File: src/common/switch_route_pkg.sv
// Package of register numbers, field layouts and link-state types for the switch route block
package switch_route_pkg;

	// Register numbers on the configuration port
	localparam logic [7:0]  REG_DIR_LOW       = 8'h0C;
	localparam logic [7:0]  REG_DIR_HIGH      = 8'h0D;
	localparam logic [7:0]  REG_DEBUG_CFG     = 8'h10;
	localparam logic [7:0]  REG_DEBUG_ORIGIN  = 8'h1F;
	localparam logic [7:0]  REG_EXT_LINK_BASE = 8'h20;
	localparam logic [7:0]  REG_EXT_LINK_LAST = 8'h27;
	localparam logic [7:0]  REG_PROC_LINK_BASE = 8'h40;
	localparam logic [7:0]  REG_PROC_LINK_LAST = 8'h43;

	// Link counts
	localparam int          NUM_EXT_LINKS     = 8;
	localparam int          NUM_PROC_LINKS    = 4;

	// Direction tables
	localparam int          DIR_W             = 4;
	localparam int          DIRS_PER_TABLE    = 8;
	localparam int          NODE_ID_W         = 16;
	localparam logic [31:0] DIR_TABLE_RESET   = 32'h0000_0000;

	// Debug configuration fields
	localparam int          DBG_PULLDOWN_BIT  = 0;
	localparam int          DBG_CALL_EN_BIT   = 1;

	// Debug origin fields
	localparam int          ORIGIN_TILE_BIT   = 0;
	localparam int          ORIGIN_EXT_BIT    = 4;

	// Link register fields
	localparam int          LNK_INBOUND_BIT   = 0;
	localparam int          LNK_OUTBOUND_BIT  = 1;
	localparam int          LNK_JUNK_BIT      = 2;
	localparam int          LNK_NET_LSB       = 4;
	localparam int          LNK_NET_W         = 2;
	localparam int          LNK_DIR_LSB       = 8;
	localparam int          LNK_DEST_LSB      = 16;
	localparam int          LNK_DEST_W        = 8;
	localparam int          LNK_TYPE_LSB      = 24;
	localparam int          LNK_TYPE_W        = 2;

	// Target link type codes
	localparam logic [1:0]  TGT_PROC_LINK     = 2'h0;
	localparam logic [1:0]  TGT_EXT_LINK      = 2'h1;
	localparam logic [1:0]  TGT_CTRL_LINK     = 2'h2;

	// Live route state of one link, driven by the switch fabric
	typedef struct packed {
		logic [LNK_TYPE_W-1:0] target_type;
		logic [LNK_DEST_W-1:0] dest_link;
		logic                  junk;
		logic                  outbound;
		logic                  inbound;
	} link_state_t;

endpackage : switch_route_pkg

File: src/hdl/route_dir_lookup.sv
// Direction lookup from the most significant destination/node mismatch bit
`timescale 1ns/1ps
`default_nettype none
module route_dir_lookup
	import switch_route_pkg::*;
(
	input  wire logic                 clk,
	input  wire logic                 rst_n,
	input  wire logic                 req,
	input  wire logic [NODE_ID_W-1:0] dest_id,
	input  wire logic [NODE_ID_W-1:0] node_id,
	input  wire logic [31:0]          dir_low,
	input  wire logic [31:0]          dir_high,
	output logic                      valid,
	output logic                      local_hit,
	output logic [DIR_W-1:0]          dir
);

	// Highest set bit of the mismatch vector, scanned low to high so the top one wins
	function automatic logic [3:0] msb_index(input logic [NODE_ID_W-1:0] v);
		logic [3:0] idx;
		idx = 4'h0;
		for (int i = 0; i < NODE_ID_W; i++) begin
			if (v[i]) begin
				idx = i[3:0];
			end
		end
		return idx;
	endfunction : msb_index

	logic [NODE_ID_W-1:0] mismatch;
	logic [3:0]           pos;
	logic [63:0]          table_all;
	logic                 is_local;
	logic [DIR_W-1:0]     dir_sel;

	// Position 15 sits in the top nibble of the high table, position 0 in the bottom of the low one
	assign mismatch  = dest_id ^ node_id;
	assign pos       = msb_index(mismatch);
	assign table_all = {dir_high, dir_low};
	assign dir_sel   = table_all[{pos, 2'b00} +: DIR_W];
	assign is_local  = (mismatch == '0);

	// One cycle from request to answer; the direction is forced to zero on a local hit
	always_ff @(posedge clk or negedge rst_n) begin
		if (!rst_n) begin
			valid     <= 1'b0;
			local_hit <= 1'b0;
			dir       <= '0;
		end else begin
			valid     <= req;
			local_hit <= req & is_local;
			dir       <= (req && !is_local) ? dir_sel : '0;
		end
	end

endmodule : route_dir_lookup
`default_nettype wire

File: src/hdl/switch_route_debug_status_regs.sv
// Switch routing tables, debug pin control and link route-state registers
`timescale 1ns/1ps
`default_nettype none

module switch_route_debug_status_regs
	import switch_route_pkg::*;
#(
	parameter int N_EXT  = NUM_EXT_LINKS,
	parameter int N_PROC = NUM_PROC_LINKS
) (
	input  wire logic                              REF_CLK,
	input  wire logic                              ARST_N,
	input  wire logic                              CFG_REQ,
	input  wire logic                              CFG_WR,
	input  wire logic [7:0]                        CFG_ADDR,
	input  wire logic [31:0]                       CFG_WDATA,
	output logic                                   CFG_ACK,
	output logic [31:0]                            CFG_RDATA,
	input  wire logic [NODE_ID_W-1:0]              NODE_ID,
	input  wire logic                              RT_REQ,
	input  wire logic [NODE_ID_W-1:0]              RT_DEST_ID,
	output logic                                   RT_VALID,
	output logic                                   RT_LOCAL,
	output logic [DIR_W-1:0]                       RT_DIR,
	input  wire link_state_t [N_EXT-1:0]           EXT_LINK_STATE,
	input  wire link_state_t [N_PROC-1:0]          PROC_LINK_STATE,
	output logic [N_EXT-1:0][DIR_W-1:0]            EXT_LINK_DIR,
	output logic [N_EXT-1:0][LNK_NET_W-1:0]        EXT_LINK_NET,
	output logic [N_PROC-1:0][LNK_NET_W-1:0]       PROC_LINK_NET,
	input  wire logic                              DEBUG_N_IN,
	output logic                                   DEBUG_N_OUT,
	output logic                                   DEBUG_N_OE,
	input  wire logic                              DEBUG_MODE,
	input  wire logic                              TILE_DEBUG_EVT,
	output logic                                   DEBUG_CALL_TRAP
);

	// Address decode helpers, used by both the write and the read path
	function automatic logic in_range(input logic [7:0] a, input logic [7:0] lo, input logic [7:0] hi);
		return (a >= lo) && (a <= hi);
	endfunction : in_range

	// Format one link register from live state and its writable fields
	function automatic logic [31:0] pack_link(input link_state_t s, input logic [DIR_W-1:0] d,
			input logic [LNK_NET_W-1:0] n);
		logic [31:0] w;
		w = 32'h0000_0000;
		w[LNK_TYPE_LSB +: LNK_TYPE_W] = s.target_type;
		w[LNK_DEST_LSB +: LNK_DEST_W] = s.dest_link;
		w[LNK_DIR_LSB +: DIR_W]       = d;
		w[LNK_NET_LSB +: LNK_NET_W]   = n;
		w[LNK_JUNK_BIT]               = s.junk;
		w[LNK_OUTBOUND_BIT]           = s.outbound;
		w[LNK_INBOUND_BIT]            = s.inbound;
		return w;
	endfunction : pack_link

	// Configuration registers
	logic [31:0]          dir_low_reg;
	logic [31:0]          dir_high_reg;
	logic                 call_en_reg;
	logic                 pulldown_en_reg;
	logic                 origin_ext_reg;
	logic                 origin_ext_next;
	logic                 origin_tile_reg;
	logic                 origin_tile_next;
	logic [N_EXT-1:0][DIR_W-1:0]      ext_dir_reg;
	logic [N_EXT-1:0][LNK_NET_W-1:0]  ext_net_reg;
	logic [N_PROC-1:0][LNK_NET_W-1:0] proc_net_reg;
	logic                 ack_reg;
	logic [31:0]          rdata_reg;
	logic [31:0]          rdata_next;

	// Debug pin synchroniser and edge history
	logic                 dbg_meta_reg;
	logic                 dbg_sync_reg;
	logic                 dbg_prev_reg;
	logic                 trap_reg;
	logic                 oe_reg;

	// Decoded strobes
	logic                 cfg_write;
	logic                 cfg_read;
	logic                 wr_low;
	logic                 wr_high;
	logic                 wr_dbg;
	logic                 wr_origin;
	logic                 hit_ext;
	logic                 hit_proc;
	logic [7:0]           ext_off;
	logic [7:0]           proc_off;
	logic                 dbg_fall;
	logic                 ext_dbg_evt;
	logic [N_EXT-1:0][31:0]  ext_words;
	logic [N_PROC-1:0][31:0] proc_words;

	// Only configuration transactions reach the registers; anything else is unmapped
	assign cfg_write = CFG_REQ & CFG_WR;
	assign cfg_read  = CFG_REQ & ~CFG_WR;
	assign wr_low    = cfg_write && (CFG_ADDR == REG_DIR_LOW);
	assign wr_high   = cfg_write && (CFG_ADDR == REG_DIR_HIGH);
	assign wr_dbg    = cfg_write && (CFG_ADDR == REG_DEBUG_CFG);
	assign wr_origin = cfg_write && (CFG_ADDR == REG_DEBUG_ORIGIN);
	assign hit_ext   = in_range(CFG_ADDR, REG_EXT_LINK_BASE, REG_EXT_LINK_LAST);
	assign hit_proc  = in_range(CFG_ADDR, REG_PROC_LINK_BASE, REG_PROC_LINK_LAST);
	assign ext_off   = CFG_ADDR - REG_EXT_LINK_BASE;
	assign proc_off  = CFG_ADDR - REG_PROC_LINK_BASE;

	// Pin asserted means a high-to-low edge; our own pull-down is ignored only if held three cycles or more, a shorter one self-traps
	assign dbg_fall    = dbg_prev_reg & ~dbg_sync_reg;
	assign ext_dbg_evt = dbg_fall & call_en_reg & ~oe_reg;

	// Hardware events win over a software write in the same cycle
	assign origin_ext_next  = ext_dbg_evt ? 1'b1 :
		TILE_DEBUG_EVT ? 1'b0 :
		wr_origin ? CFG_WDATA[ORIGIN_EXT_BIT] : origin_ext_reg;
	assign origin_tile_next = TILE_DEBUG_EVT ? 1'b1 :
		ext_dbg_evt ? 1'b0 :
		wr_origin ? CFG_WDATA[ORIGIN_TILE_BIT] : origin_tile_reg;

	// Read words of every link register, index order C, D, A, B, G, H, E, F
	genvar gi;
	generate
		for (gi = 0; gi < N_EXT; gi++) begin : g_ext_word
			assign ext_words[gi] = pack_link(EXT_LINK_STATE[gi], ext_dir_reg[gi], ext_net_reg[gi]);
		end
		for (gi = 0; gi < N_PROC; gi++) begin : g_proc_word
			assign proc_words[gi] = pack_link(PROC_LINK_STATE[gi], '0, proc_net_reg[gi]);
		end
	endgenerate

	// Read selection; unmapped numbers read as zero
	assign rdata_next =
		(CFG_ADDR == REG_DIR_LOW)      ? dir_low_reg :
		(CFG_ADDR == REG_DIR_HIGH)     ? dir_high_reg :
		(CFG_ADDR == REG_DEBUG_CFG)    ? {30'h0, call_en_reg, pulldown_en_reg} :
		(CFG_ADDR == REG_DEBUG_ORIGIN) ? {27'h0, origin_ext_reg, 3'h0, origin_tile_reg} :
		hit_ext                        ? ext_words[ext_off[2:0]] :
		hit_proc                       ? proc_words[proc_off[1:0]] : 32'h0000_0000;

	// Direction tables, written whole
	always_ff @(posedge REF_CLK or negedge ARST_N) begin
		if (!ARST_N) begin
			dir_low_reg  <= DIR_TABLE_RESET;
			dir_high_reg <= DIR_TABLE_RESET;
		end else begin
			if (wr_low) begin
				dir_low_reg <= CFG_WDATA;
			end
			if (wr_high) begin
				dir_high_reg <= CFG_WDATA;
			end
		end
	end

	// Debug pin configuration and event origin
	always_ff @(posedge REF_CLK or negedge ARST_N) begin
		if (!ARST_N) begin
			call_en_reg     <= 1'b0;
			pulldown_en_reg <= 1'b0;
			origin_ext_reg  <= 1'b0;
			origin_tile_reg <= 1'b0;
		end else begin
			if (wr_dbg) begin
				call_en_reg     <= CFG_WDATA[DBG_CALL_EN_BIT];
				pulldown_en_reg <= CFG_WDATA[DBG_PULLDOWN_BIT];
			end
			origin_ext_reg  <= origin_ext_next;
			origin_tile_reg <= origin_tile_next;
		end
	end

	// Writable link fields; route-state bits have no storage, so writes cannot touch them
	generate
		for (gi = 0; gi < N_EXT; gi++) begin : g_ext_reg
			always_ff @(posedge REF_CLK or negedge ARST_N) begin
				if (!ARST_N) begin
					ext_dir_reg[gi] <= '0;
					ext_net_reg[gi] <= '0;
				end else if (cfg_write && hit_ext && (ext_off[2:0] == gi)) begin
					ext_dir_reg[gi] <= CFG_WDATA[LNK_DIR_LSB +: DIR_W];
					ext_net_reg[gi] <= CFG_WDATA[LNK_NET_LSB +: LNK_NET_W];
				end
			end
		end
		for (gi = 0; gi < N_PROC; gi++) begin : g_proc_reg
			always_ff @(posedge REF_CLK or negedge ARST_N) begin
				if (!ARST_N) begin
					proc_net_reg[gi] <= '0;
				end else if (cfg_write && hit_proc && (proc_off[1:0] == gi)) begin
					proc_net_reg[gi] <= CFG_WDATA[LNK_NET_LSB +: LNK_NET_W];
				end
			end
		end
	endgenerate

	// Configuration answer one cycle after every request, read or write
	always_ff @(posedge REF_CLK or negedge ARST_N) begin
		if (!ARST_N) begin
			ack_reg   <= 1'b0;
			rdata_reg <= 32'h0000_0000;
		end else begin
			ack_reg   <= CFG_REQ;
			rdata_reg <= cfg_read ? rdata_next : 32'h0000_0000;
		end
	end

	// Pin is idle high, so the synchroniser resets high to avoid a false edge after reset
	always_ff @(posedge REF_CLK or negedge ARST_N) begin
		if (!ARST_N) begin
			dbg_meta_reg <= 1'b1;
			dbg_sync_reg <= 1'b1;
			dbg_prev_reg <= 1'b1;
			trap_reg     <= 1'b0;
			oe_reg       <= 1'b0;
		end else begin
			dbg_meta_reg <= DEBUG_N_IN;
			dbg_sync_reg <= dbg_meta_reg;
			dbg_prev_reg <= dbg_sync_reg;
			trap_reg     <= ext_dbg_evt;
			oe_reg       <= pulldown_en_reg & DEBUG_MODE;
		end
	end

	// Route lookup against this node's identifier
	route_dir_lookup u_lookup (
		.clk       (REF_CLK),
		.rst_n     (ARST_N),
		.req       (RT_REQ),
		.dest_id   (RT_DEST_ID),
		.node_id   (NODE_ID),
		.dir_low   (dir_low_reg),
		.dir_high  (dir_high_reg),
		.valid     (RT_VALID),
		.local_hit (RT_LOCAL),
		.dir       (RT_DIR)
	);

	// Outputs
	assign CFG_ACK         = ack_reg;
	assign CFG_RDATA       = rdata_reg;
	assign EXT_LINK_DIR    = ext_dir_reg;
	assign EXT_LINK_NET    = ext_net_reg;
	assign PROC_LINK_NET   = proc_net_reg;
	assign DEBUG_N_OUT     = 1'b0;                              // Open drain: only ever pulls low
	assign DEBUG_N_OE      = oe_reg;
	assign DEBUG_CALL_TRAP = trap_reg;
endmodule : switch_route_debug_status_regs
`default_nettype wire

File: config.mk
export PLATFORM = sky130hd
export DESIGN_NAME = switch_route_debug_status_regs
export DESIGN_NICKNAME = d
export VERILOG_FILES = /design/src/common/switch_route_pkg.sv /design/src/hdl/route_dir_lookup.sv /design/src/hdl/switch_route_debug_status_regs.sv
export SDC_FILE = /design/constraint.sdc
export NUM_CORES = 1
export LEC_CHECK = 0
export ABC_AREA = 1
export BUFFER_PORTS_ARGS = -buffer_cell sky130_fd_sc_hd__buf_4
export CAP_MARGIN = 25
export CORE_MARGIN = 1.5
export CORE_UTILIZATION = 40
export CTS_CLUSTER_DIAMETER = 40
export DETAILED_ROUTE_END_ITERATION = 10
export PLACE_DENSITY_LB_ADDON = 0.08
export SYNTH_ARGS = -nofsm -noshare
export SYNTH_HDL_FRONTEND = slang
export SYNTH_SLANG_ARGS = --single-unit
File: constraint.sdc
create_clock -name REF_CLK -period 1.3 [get_ports REF_CLK]
set_input_delay 0.065 -clock REF_CLK [delete_from_list [all_inputs] [get_ports REF_CLK]]
set_output_delay 0.065 -clock REF_CLK [all_outputs]
set_load 0.03 [all_outputs]
After elaboration in Yosys (flattened, before gate mapping)
Index checks and enable logic that the tools add are counted.

word-level totals
  input port bits = 236
  ROM bits = 0
  output and inout bits = 98
  memory bits (writable) = 0
  latch bits = 0
  memories kept = 0
  flip-flop bits (word level) = 168
  logic and storage cells = 129

cells by class
  equality and inequality tests = 14
  muxes and demuxes = 33
  shifts and indexed selects = 1
  $mul = 0
  reduce and logical (&&, ||, !) cells = 26
  bitwise gates (word level) = 11
  $lt $le $gt $ge = 6
  divide/modulo/power cells = 0
  $add $sub $neg = 2

operator list
  cell                                                                                  number
  32-bit two-way mux                                                                    9
  32-bit binary-select mux with 3-bit select                                            1
  32-bit binary-select mux with 2-bit select                                            1
  64-bit by 7-bit variable part select with 4-bit output                                1
  4-bit two-way mux                                                                     15
  1-bit logical AND                                                                     21
  8-bit by 4-bit == test with 1-bit output (second input constant)                      2
  8-bit by 5-bit == test with 1-bit output (second input constant)                      2
  16-bit logical NOT                                                                    1
  16-bit XOR                                                                            1
  3-bit == test (second input constant)                                                 4
  8-bit by 6-bit greater-or-equal comparator with 1-bit output (second input constant)  1
  8-bit by 7-bit greater-or-equal comparator with 1-bit output (second input constant)  1
  8-bit by 6-bit <= comparator with 1-bit output (second input constant)                1
  8-bit by 7-bit <= comparator with 1-bit output (second input constant)                1
  1-bit bitwise AND                                                                     7
  1-bit two-way mux                                                                     7
  3-bit by 2-bit == test with 1-bit output (second input constant)                      2
  2-bit == test (second input constant)                                                 2
  3-bit by 4-bit less-than comparator with 1-bit output (second input constant)         1
  3-bit by 1-bit == test with 1-bit output (second input constant)                      1
  3-bit logical NOT                                                                     1
  2-bit by 3-bit less-than comparator with 1-bit output (second input constant)         1
  1-bit inverter                                                                        3
  6 further kinds                                                                       6

Depth between registers and ports, before layout
Gate-level depths: netlist (run 1).

  depth in word-level cells = 18
  depth in mapped cells = 25
  gate-level depth less buffers = 24

Modules after synthesis
From an unflattened synthesis (run 1), not the netlist that was laid out.

second synthesis, totals
  cell total of the unflattened synthesis = 1,299
  area total of the unflattened synthesis = 9,416.5 um2

modules (own cells, without submodules)
  module                          seq. area each (um2)  instances  area an instance (um2)  cells each
  switch_route_debug_status_regs  4,057.6               1          8,151.6                 1,065
  route_dir_lookup                150.1                 1          1,265.0                 234

Worst setup path after synthesis (run 1)
OpenSTA, ideal clock, no wires.

  kind = input to register
  start point = input port NODE_ID[4]
  end point = register u_lookup.dir[0]
  buffers on the path = 1
  data arrival time = 1.509 ns
  data required time = 1.183 ns
  stages = 21
  setup slack = -0.326 ns
  cells stage by stage = xnor2_1 nand2_1 nand2_1 nand2_1 nand2_1 nand2_1 nand2_1 nand2_1 nand2_1 nand2_1 nand2_1 nand2_4 nand2_4 clkinv_4 buf_6 nand2_1 nand3_1 nand3_1 nand2_1 nor2_1 nor2_1

between the ends
  word-level cells in the longest chain between the ends = 15
  elaborated cells on any way between the ends = 18
  classes of those cells = shift: 1; mux: 13; bitwise: 1; reduce/logical: 3

RTL lines
  element                                                 line                                  text
  start, declared                                         switch_route_debug_status_regs.sv:19  input wire logic [NODE_ID_W-1:0] NODE_ID,
  16-bit XOR (*)                                          route_dir_lookup.sv:38                assign mismatch = dest_id ^ node_id;
  4-bit two-way mux (12 in a row)                         route_dir_lookup.sv:24                if (v[i]) begin
  64-bit by 7-bit variable part select with 4-bit output  route_dir_lookup.sv:41                assign dir_sel = table_all[{pos, 2'b00} +: DIR_W];
  4-bit two-way mux (*)                                   route_dir_lookup.sv:53                dir <= (req && !is_local) ? dir_sel : '0;
  end signal, assigned                                    route_dir_lookup.sv:53
  end, declared                                           route_dir_lookup.sv:16                output logic [DIR_W-1:0] dir

Every way passes the cells marked *; elsewhere a longest branch is shown, timed or not.
A chain may end at the register's enable or synchronous reset.

Final worst setup path (run 1)
  start point = input port NODE_ID[2]
  end point = register u_lookup.dir[3]

between the ends
  word-level cells in the longest chain between the ends = 17
  elaborated cells on any way between the ends = 20
  classes of those cells = shift: 1; mux: 15; bitwise: 1; reduce/logical: 3

RTL lines
  element                                                 line
  16-bit XOR (*)                                          route_dir_lookup.sv:38
  4-bit two-way mux (14 in a row)                         route_dir_lookup.sv:24
  64-bit by 7-bit variable part select with 4-bit output  route_dir_lookup.sv:41
  4-bit two-way mux (*)                                   route_dir_lookup.sv:53

Marked as above.

==> impl_metrics.ini, run 1 <==
[status]
status = finished with violations
failed_checks = setup timing

[critical_path]
cp-start-kind = input pin
cp-end-kind = flip-flop
crit_type = in -> reg
arrival_ns = 1.79
critPathMaxFanout = 5
required_ns = 1.67
reg2reg_depth = 5

[detailed_routing]
ant_nets = 0
wl_mm = 36.36
first_pass_iters = 8
via_count = 10070
drc = 0
avgViaCountPerCell = 5.430
drt_iter0_markers = 887
wl_per_cell_um = 19.60

[logic_synthesis]
muxShareOfSynthArea = 0
synth_seq_cells = 168
synth_xor_area_frac = 0.01528
synth.top_cell.area_share = 0.4756
ys.flop_type = dfrtp_1
syn-instance-count = 1101
synth_largest_area_cell = dfrtp_1
synth-adder-area-share = 0
synthArstFlopShare = 1.000
yosysWarnings = 0
ys_top_cells_by_area = dfrtp_1 48%, nand2_1 12%, o21ai_0 8.6%
syn_nets = 1337
synth_commonest_cells = 280 x nand2_1, 165 x dfrtp_1, 150 x o21ai_0
synth_compound_area_frac = 0.2303
syn_area_um2 = 8681
yosysMostFrequentCell = nand2_1
post_synth_and_or_nand_nor_area_fraction = 0.1989
synth_edf_count = 0
synth_top_family_by_area = compound AO/OA/AOI/OAI gates
ys_types = 40
avgSynthCellArea_um2 = 7.884
yosysSeqAreaShare = 0.4847

[place]
place.gp.congestion = 0.9607
dp_hpwl_mm = 27.55
port_buffers = 332

[sta]
timing.slew.headroom = 0.6392
timing.final.crit_share = 1.096
setup_viol = 4
hold_viol = 0
grt_setup_unrepaired = yes
skew_ns = 0.01069
fmax_mhz = 701.8
slew_viol_final = 0
worst_slew_pin_slew_ns = 0.5406
worst_slack_ns = -0.1249
fin_crit_ns = 1.425
whs_ns = 0.04879

[worst_hold_path]
worst_hold_path.num_cells = 3
hp-class = in -> reg

[die]
core_um2 = 21150
die-area_um2 = 22590
pin_count = 334
fp.dieH_um = 150.3
die_w_um = 150.3
start_util = 0.4104
row_count = 53

[cells_and_area]
fin_nets = 1802
fin_util = 0.6652
fill_cells = 1838
seqCellArea_um2 = 4208
multiInputGateArea_um2 = 4283
drive_gt1_frac = 0.3832
area_growth_pct = 62.09

[grt]
grt_max_degree = 47
grtUsageTotal = 0.3173
grt_pass1_vias = 9625
grt_overflow = 0
antenna_found_initial = 2
grt_first_pass_wirelength_mm = 53.64

[clock_tree]
insertion_delay_ns = 0.44
clkSinkCount = 168
htreeDepth = 4
cts_buffers = 17
clock-root-buffer = clkbuf_16
clockBufferDepth = 2
clk_pin_slew_ns = 0.08
cts_tree = yes

[pwr]
irDropWorstVdd_mv = 0.8783
powerDensity_nw_per_um2 = 953.9
cellLeakagePower_nw = 6.865

[run]
maxCapViolCount = 0
==> path summary, 6_finish.rpt <==
check                                                 start                          end  slack (ns)
worst max register to register  EXT_LINK_NET[7]$_DFFE_PN0P_       CFG_RDATA[5]$_DFF_PN0_        0.02
worst max-delay path                             NODE_ID[2]    u_lookup.dir[3]$_DFF_PN0_       -0.12
worst min register to register       dbg_meta_reg$_DFF_PN1_       dbg_sync_reg$_DFF_PN1_        0.36
max in group asynchronous                            ARST_N       dbg_meta_reg$_DFF_PN1_        0.62
min in group asynchronous                            ARST_N      CFG_RDATA[21]$_DFF_PN0_        0.10
worst min-delay path                           CFG_WDATA[8]  EXT_LINK_DIR[8]$_DFFE_PN0P_        0.05
==> metrics by stage <==
step	setup TNS, ns	std cells	setup slack [ns]	power (mW)	cell area (um2)
after floorplan	-1.289	1101	-0.2934	6.592	8886
after global placement	-33.32	1782	-0.5566	8.035	12660
after detailed placement	-34.58	1782	-0.5715	8.056	12660
after CTS	-0.3852	1849	-0.09766	13.31	13710
after global routing	-1.414	1855	-0.3748	13.89	14070
final	-0.4512	1855	-0.1249	13.42	14070
==> per-layer routing <==
layer,vias to the layer above,share of wire,GRT usage
li1,4723,-,-
met1,4812,0.42,0.4237
met2,464,0.47,0.5071
met3,72,0.088,0.06576
met4,2,0.029,0.1147
met5,-,0.00036,0.02273
==> cells by family (layout without fill, tap and decap cells) <==
logic type                count (synthesis)  in the layout
AOI/OAI and AO/OA                       353            353
xor gates and xnor gates                 13             13
buffers and inverters                   152            629
DFF                                     168            168
other                                     1              2
and+or+nand+nor                         414            415
==> cell usage in the layout (no fill, tap or decap), drive strengths merged <==
master,synthesis,layout
a21oi,65,65
a221oi,2,2
a22oi,31,31
a2bb2oi,3,3
a31oi,3,3
buf,11,476
clkbuf,57,20
clkinv,4,7
clkinvlp,0,1
conb,1,1
dfrtp,165,165
dfstp,3,3
diode,0,1
dlygate4sd3,0,34
inv,80,91
nand2,282,283
nand3,76,76
nand3b,5,5
nand4,2,2
nor2,37,37
nor3,8,8
nor4,2,2
nor4b,1,1
o211ai,3,3
o21ai,157,157
o21bai,2,2
o22ai,82,82
o311ai,1,1
o31ai,4,4
or2,1,1
xnor2,8,8
xor2,5,5
==> timing repair <==
item / CTS / global route
setup endpoints to repair: 8 / 68
hold buffers: 34 / 0
pin swaps: 11 / 14
gates resized for setup: 25 / 65
hold endpoints to repair: 226 / 0
buffers inserted: 1 / 2
gates cloned: 1 / 4
==> power by group <==
part	internal, mW	switching (mW)
clock network	2.64	2.50
logic	1.38	1.43
registers	5.36	0.117
==> worst max-delay path, cell delays in order <==
cell	delay [ns]
buf_8	0.10
inv_4	0.05
nand2_4	0.04
nand2_2	0.06
nand2_1	0.05
nand2_1	0.06
nand2_1	0.05
nand2_1	0.05
nand2_1	0.04
nand2_1	0.05
nand2_1	0.04
nand2_1	0.05
nand2_1	0.04
nand2_1	0.05
nand2_1	0.06
nand2_2	0.07
nand2_4	0.11
nand2_8	0.14
buf_12	0.13
nand2_1	0.05
nand3_1	0.07
nand3_1	0.09
nand3_1	0.10
nand2_1	0.05
nor2_1	0.11
==> layout make-up <==
| class | count | share of cell area |
|---|---|---|
| tap | 275 | 0.02445 |
| clock inverter | 14 | 0.01058 |
| clock buffer | 18 | 0.03121 |
| sequential | 168 | 0.2990 |
| multi-input combinational | 782 | 0.3044 |
| timing repair inverter | 1 | 0.0006224 |
| timing repair buffer | 512 | 0.3050 |
| inverter | 84 | 0.02454 |
| antenna | 1 | 0.0001778 |
Power figures use the tool's default switching activity.
==> inputs of run 2 (changes only) <==
--- a/config.mk
+++ b/config.mk
@@ -5,7 +5,6 @@
 export SDC_FILE = /design/constraint.sdc
 export NUM_CORES = 1
 export LEC_CHECK = 0
-export ABC_AREA = 1
 export BUFFER_PORTS_ARGS = -buffer_cell sky130_fd_sc_hd__buf_4
 export CAP_MARGIN = 25
 export CORE_MARGIN = 1.5
==> run 2 against run 1 <==
Against the previous run: the flow still finishes with violations (setup timing); worst hold slack got worse by 0.033 ns; total power rose by 1.1%; critical path depth fell by 21; sequential share of layout area fell by 2.7 points; worst setup slack got worse by 0.36 ns; critical path type is now reg -> reg.
==> impl_metrics.ini, run 2 <==
[status]
status = finished with violations
failed_checks = setup timing

[pwr]
p_int_mw = 10.04
finalPower_mw = 13.57
irDropWorstVdd_mv = 0.8931
switchingPower_mw = 3.536
swShare = 0.2605
power_frac_comb = 0.209
clkPwrFrac = 0.389
cellLeakagePower_nw = 7.402
powerDensity_nw_per_um2 = 868.5
p_seq_frac = 0.402

[logic_synthesis]
ys_top_cells_by_area = dfrtp_1 45%, mux2_2 18%, mux4_2 13%
ys.flop_type = dfrtp_1
avgSynthCellArea_um2 = 13.19
ys_types = 57
synth_commonest_cells = 165 x dfrtp_1, 147 x mux2_2, 54 x mux4_2
synth_seq_cells = 168
synth_largest_area_cell = dfrtp_1
synth_edf_count = 0
yosysMostFrequentCell = dfrtp_1
synth.top_cell.area_share = 0.4545
yosysWarnings = 0
yosysSeqAreaShare = 0.4632
syn_area_um2 = 9085
syn-instance-count = 689
synthArstFlopShare = 1.000
syn_nets = 925

[grt]
grtUsageTotal = 0.2818
grt_overflow = 0
grt_max_degree = 37
antenna_found_initial = 0
grt_pass1_vias = 8913
grt_first_pass_wirelength_mm = 50.71

[critical_path]
r2r_slack_ns = -0.49
critPathMaxFanout = 2
cp-end-kind = flip-flop
cp-start-kind = flip-flop
worstPathCellList = mux4_2, mux2_4, a222oi_1, nor2_1
critPathMaxStageDelay_ns = 0.48
path_delay_family = multiplexers
required_ns = 1.60
timing.rr.end = CFG_RDATA[9]$_DFF_PN0_
worstReg2RegStart = EXT_LINK_DIR[13]$_DFFE_PN0P_
crit_slowest_cell = mux4_2
reg2reg_depth = 4
crit_type = reg -> reg
worstPathBufferInverterCount = 0
arrival_ns = 2.09

[cells_and_area]
stdcell_count = 1519
fin_util = 0.7094
fin_nets = 1462
postLayoutCellArea_um2 = 15630
diodes = 0
area_growth_pct = 71.99
layout_common_cells = 463 x buf_4, 130 x dfrtp_1, 94 x mux2_4, 55 x mux4_2, 54 x mux2_2
drive_gt1_frac = 0.7086
mostFrequentLayoutCell = buf_4

[detailed_routing]
wl_per_cell_um = 21.61
m1WireLength_mm = 13.61
drt_iter0_markers = 494
top_layer = met4
wl_met3_mm = 1.917
drc = 0
first_pass_iters = 5
dr_wl_met2_mm = 16.85
wl_mm = 32.83
via_count = 8196
avgViaCountPerCell = 5.396
ant_nets = 0

[worst_hold_path]
hp-class = in -> reg
worst_hold_path.endpoint = PROC_LINK_NET[5]$_DFFE_PN0P_
min_from = CFG_WDATA[5]
worst_hold_path.num_cells = 2

[clock_tree]
cts_tree = yes
clock-root-buffer = clkbuf_16
clkSinkCount = 168
htreeDepth = 4
insertion_delay_ns = 0.43
clk_pin_slew_ns = 0.07
clockBufferDepth = 2
cts_buffers = 17

[sta]
tns_ns = -35.93
slew_viol_final = 0
whs_ns = 0.01539
timing.final.crit_share = 1.374
hold_viol = 0
skew_ns = 0.01121
fin_crit_ns = 1.786
fmax_mhz = 559.9
worst_slack_ns = -0.4861
setup_viol = 100
grt_setup_unrepaired = yes

[place]
dp.cells = 1416
dp_hpwl_mm = 24.14
place_ws_ns = -0.8273
place.gp.congestion = 0.8632
post_dp_cell_area_um2 = 13750
port_buffers = 332

[die]
die_w_um = 153.7
fp.dieH_um = 153.7
core_um2 = 22030
pin_count = 334
die-area_um2 = 23630
row_count = 54
start_util = 0.4125

[run]
maxCapViolCount = 0
[run 2: cell count changes after synthesis, moves of 12 or more]
cell	delta
nand2_1	-234
nand3_1	-66
inv_1	-79
a21oi_1	-58
o22ai_1	-82
o21ai_0	-144
mux4_2	+54
a31oi_1	+12
mux2_2	+147
buf_2	+12
clkbuf_1	-34
mux2i_1	+24
[run 2: worst max-delay path by stage]
stage,from,end,slack (ns),cells after the start
2_1_floorplan,NODE_ID[15],u_lookup.dir[2]$_DFF_PN0_,-0.74,9
3_3_place_gp,NODE_ID[5],u_lookup.dir[1]$_DFF_PN0_,-0.82,9
3_5_place_dp,NODE_ID[15],u_lookup.dir[0]$_DFF_PN0_,-0.83,8
4_1_cts,EXT_LINK_DIR[13]$_DFFE_PN0P_,CFG_RDATA[9]$_DFF_PN0_,-0.47,4
5_1_grt,EXT_LINK_DIR[13]$_DFFE_PN0P_,CFG_RDATA[9]$_DFF_PN0_,-0.51,4
6_report,EXT_LINK_DIR[13]$_DFFE_PN0P_,CFG_RDATA[9]$_DFF_PN0_,-0.49,4
[run 2: kinds of logic after synthesis]
group | Yosys count | share of synthesized area
AO/OA/AOI/OAI | 84 | 0.06997
AND/OR/NAND/NOR | 136 | 0.07244
flip-flops | 168 | 0.4632
XOR/XNOR | 22 | 0.02204
buffers and inverters | 51 | 0.02534
multiplexers | 227 | 0.3466
other | 1 | 0.0004128
[run 2: cell type report]
cell class / count / area (um2)
clock buffers: 18 / 429.2
flip-flops and latches: 168 / 4252
fillers: 1588 / 6401
inverters: 1 / 3.754
repair buffers: 568 / 4967
clock inverters: 14 / 175.2
multi-input cells: 470 / 5448
well taps: 280 / 350.3
[run 2: repair_timing]
item                                    CTS  global route
setup buffers                            32             8
cloned                                   11             1
hold buffers                             37             0
hold endpoints to repair                267             0
endpoints found under the setup margin  124           126
pin swaps                                44            29
resized for setup                        90            32
[run 2: power groups by stage]
| stage | clock [mW] | combinational [mW] | sequential, mW |
|---|---|---|---|
| 2_1_floorplan | 0 | 1.04 | 5.65 |
| 3_3_place_gp | 0 | 2.55 | 5.55 |
| 3_5_place_dp | 0 | 2.57 | 5.55 |
| 4_1_cts | 5.36 | 2.80 | 5.45 |
| 5_1_grt | 5.55 | 3.02 | 5.47 |
| 6_report | 5.28 | 2.84 | 5.46 |
[run 2: layer usage]
metal / vias up / global-route usage
met4: 0 / 0.06611
met1: 4176 / 0.3672
met3: 29 / 0.05552
li1: 3705 / -
met5: - / 0
met2: 286 / 0.4855
==> inputs of run 3 (changes only) <==
--- a/config.mk
+++ b/config.mk
@@ -12,6 +12,7 @@
 export CTS_CLUSTER_DIAMETER = 40
 export DETAILED_ROUTE_END_ITERATION = 10
 export PLACE_DENSITY_LB_ADDON = 0.08
+export RECOVER_POWER = 100
 export SYNTH_ARGS = -nofsm -noshare
 export SYNTH_HDL_FRONTEND = slang
 export SYNTH_SLANG_ARGS = --single-unit
==> run 3 against run 2 <==
Against the previous run: the flow still finishes with violations (setup timing); critical path depth is the same; sequential share of layout area is 0.66 points higher; total power shrank 0.42%; first-iteration DRC count is 3.8% lower; worst setup slack got worse by 0.0011 ns.
==> impl_metrics.ini, run 3 (synthesis gave the netlist of run 2 again) <==
[status]
status = finished with violations
failed_checks = setup timing

[cells_and_area]
diodes = 0
fin_nets = 1462
postLayoutCellArea_um2 = 15260
drive_gt1_frac = 0.6812
area_growth_pct = 67.94
mostFrequentLayoutCell = buf_4
stdcell_count = 1519
layout_common_cells = 359 x buf_4, 130 x dfrtp_1, 94 x mux2_4, 56 x clkbuf_2, 55 x mux4_2

[sta]
worst_slack_ns = -0.4871
slew_viol_final = 0
hold_viol = 0
tns_ns = -35.86
grt_setup_unrepaired = yes
fmax_mhz = 559.6
fin_crit_ns = 1.787
skew_ns = 0.01129
setup_viol = 106
timing.slew.headroom = 0.5125
whs_ns = 0.01524
timing.final.crit_share = 1.375
worst_slew_pin_slew_ns = 0.7313

[grt]
grt_max_degree = 37
grt_overflow = 0
grtUsageTotal = 0.2818
grt_first_pass_wirelength_mm = 50.71
grt_pass1_vias = 8913
antenna_found_initial = 0

[place]
dp_hpwl_mm = 24.14
port_buffers = 332
place.gp.congestion = 0.8632
dp.cells = 1416
post_dp_cell_area_um2 = 13750

[worst_hold_path]
worst_hold_path.num_cells = 2
hp-class = in -> reg
worst_hold_path.endpoint = PROC_LINK_NET[5]$_DFFE_PN0P_
min_from = CFG_WDATA[5]

[pwr]
cellLeakagePower_nw = 7.207
finalPower_mw = 13.51
irDropWorstVdd_mv = 0.8953
powerDensity_nw_per_um2 = 885.7

[clock_tree]
clock-root-buffer = clkbuf_16
clockBufferDepth = 2
clk_pin_slew_ns = 0.07
insertion_delay_ns = 0.43
cts_tree = yes
clkSinkCount = 168
cts_buffers = 17
htreeDepth = 4

[critical_path]
cp-start-kind = flip-flop
reg2reg_depth = 4
cp-end-kind = flip-flop
worstPathCellList = mux4_2, mux2_4, a222oi_1, nor2_1
required_ns = 1.60
critPathMaxFanout = 2
crit_slowest_cell = mux4_2
worstPathBufferInverterCount = 0
r2r_slack_ns = -0.49
crit_type = reg -> reg
critPathMaxStageDelay_ns = 0.48
arrival_ns = 2.09
timing.rr.end = CFG_RDATA[9]$_DFF_PN0_
worstReg2RegStart = EXT_LINK_DIR[13]$_DFFE_PN0P_
path_delay_family = multiplexers

[detailed_routing]
avgViaCountPerCell = 5.399
drc = 0
wl_per_cell_um = 21.58
via_count = 8201
first_pass_iters = 5
drt_iter0_markers = 475
ant_nets = 0
wl_mm = 32.78

[die]
pin_count = 334
die-area_um2 = 23630
die_w_um = 153.7
fp.dieH_um = 153.7
core_um2 = 22030
row_count = 54
start_util = 0.4125

[run]
maxCapViolCount = 0
## run 3: layout make-up
type	count	area, um2
clock buffer	18	429.2
clock inverter	14	175.2
fill	1674	6769
inverter	1	3.754
multi-input combinational	470	5428
sequential	168	4252
tap	280	350.3
timing repair buffer	568	4619
## run 3: through the flow
step           worst slack (ns)    util
5_1_grt                 -0.5105  0.6927
3_5_place_dp            -0.8273  0.6242
4_1_cts                 -0.4740  0.7082
2_1_floorplan           -0.7407       -
3_3_place_gp            -0.8222  0.6242
6_report                -0.4871  0.6927
## run 3: worst max-delay path by stage
stage / slack (ns) / endpoint / from / cells after the start
final: -0.49 / CFG_RDATA[9]$_DFF_PN0_ / EXT_LINK_DIR[13]$_DFFE_PN0P_ / 4
after global routing: -0.51 / CFG_RDATA[9]$_DFF_PN0_ / EXT_LINK_DIR[13]$_DFFE_PN0P_ / 4
after CTS: -0.47 / CFG_RDATA[9]$_DFF_PN0_ / EXT_LINK_DIR[13]$_DFFE_PN0P_ / 4
after detailed placement: -0.83 / u_lookup.dir[0]$_DFF_PN0_ / NODE_ID[15] / 8
after global placement: -0.82 / u_lookup.dir[1]$_DFF_PN0_ / NODE_ID[5] / 9
after floorplan: -0.74 / u_lookup.dir[2]$_DFF_PN0_ / NODE_ID[15] / 9
## run 3: per-layer routing
| layer | track usage | wire length (um) |
|---|---|---|
| met1 | 0.3672 | 13610 |
| met5 | 0 | 0 |
| met3 | 0.05552 | 1915 |
| met4 | 0.06611 | 457 |
| met2 | 0.4855 | 16790 |
## run 3: power by group
part	internal, mW	switching, mW
clock network	3.04	2.25
registers	5.36	0.0996
logic	1.58	1.19
total	9.98	3.54
## run 3: what timing repair did
action                                 in CTS  in global routing
setup endpoints to repair                 124                126
endpoints found under the hold margin     267                  0
hold buffers                               37                  0
pin swaps                                  44                 29
gates cloned                               11                  1
setup buffers                              32                  8
gates resized for setup                    90                 32
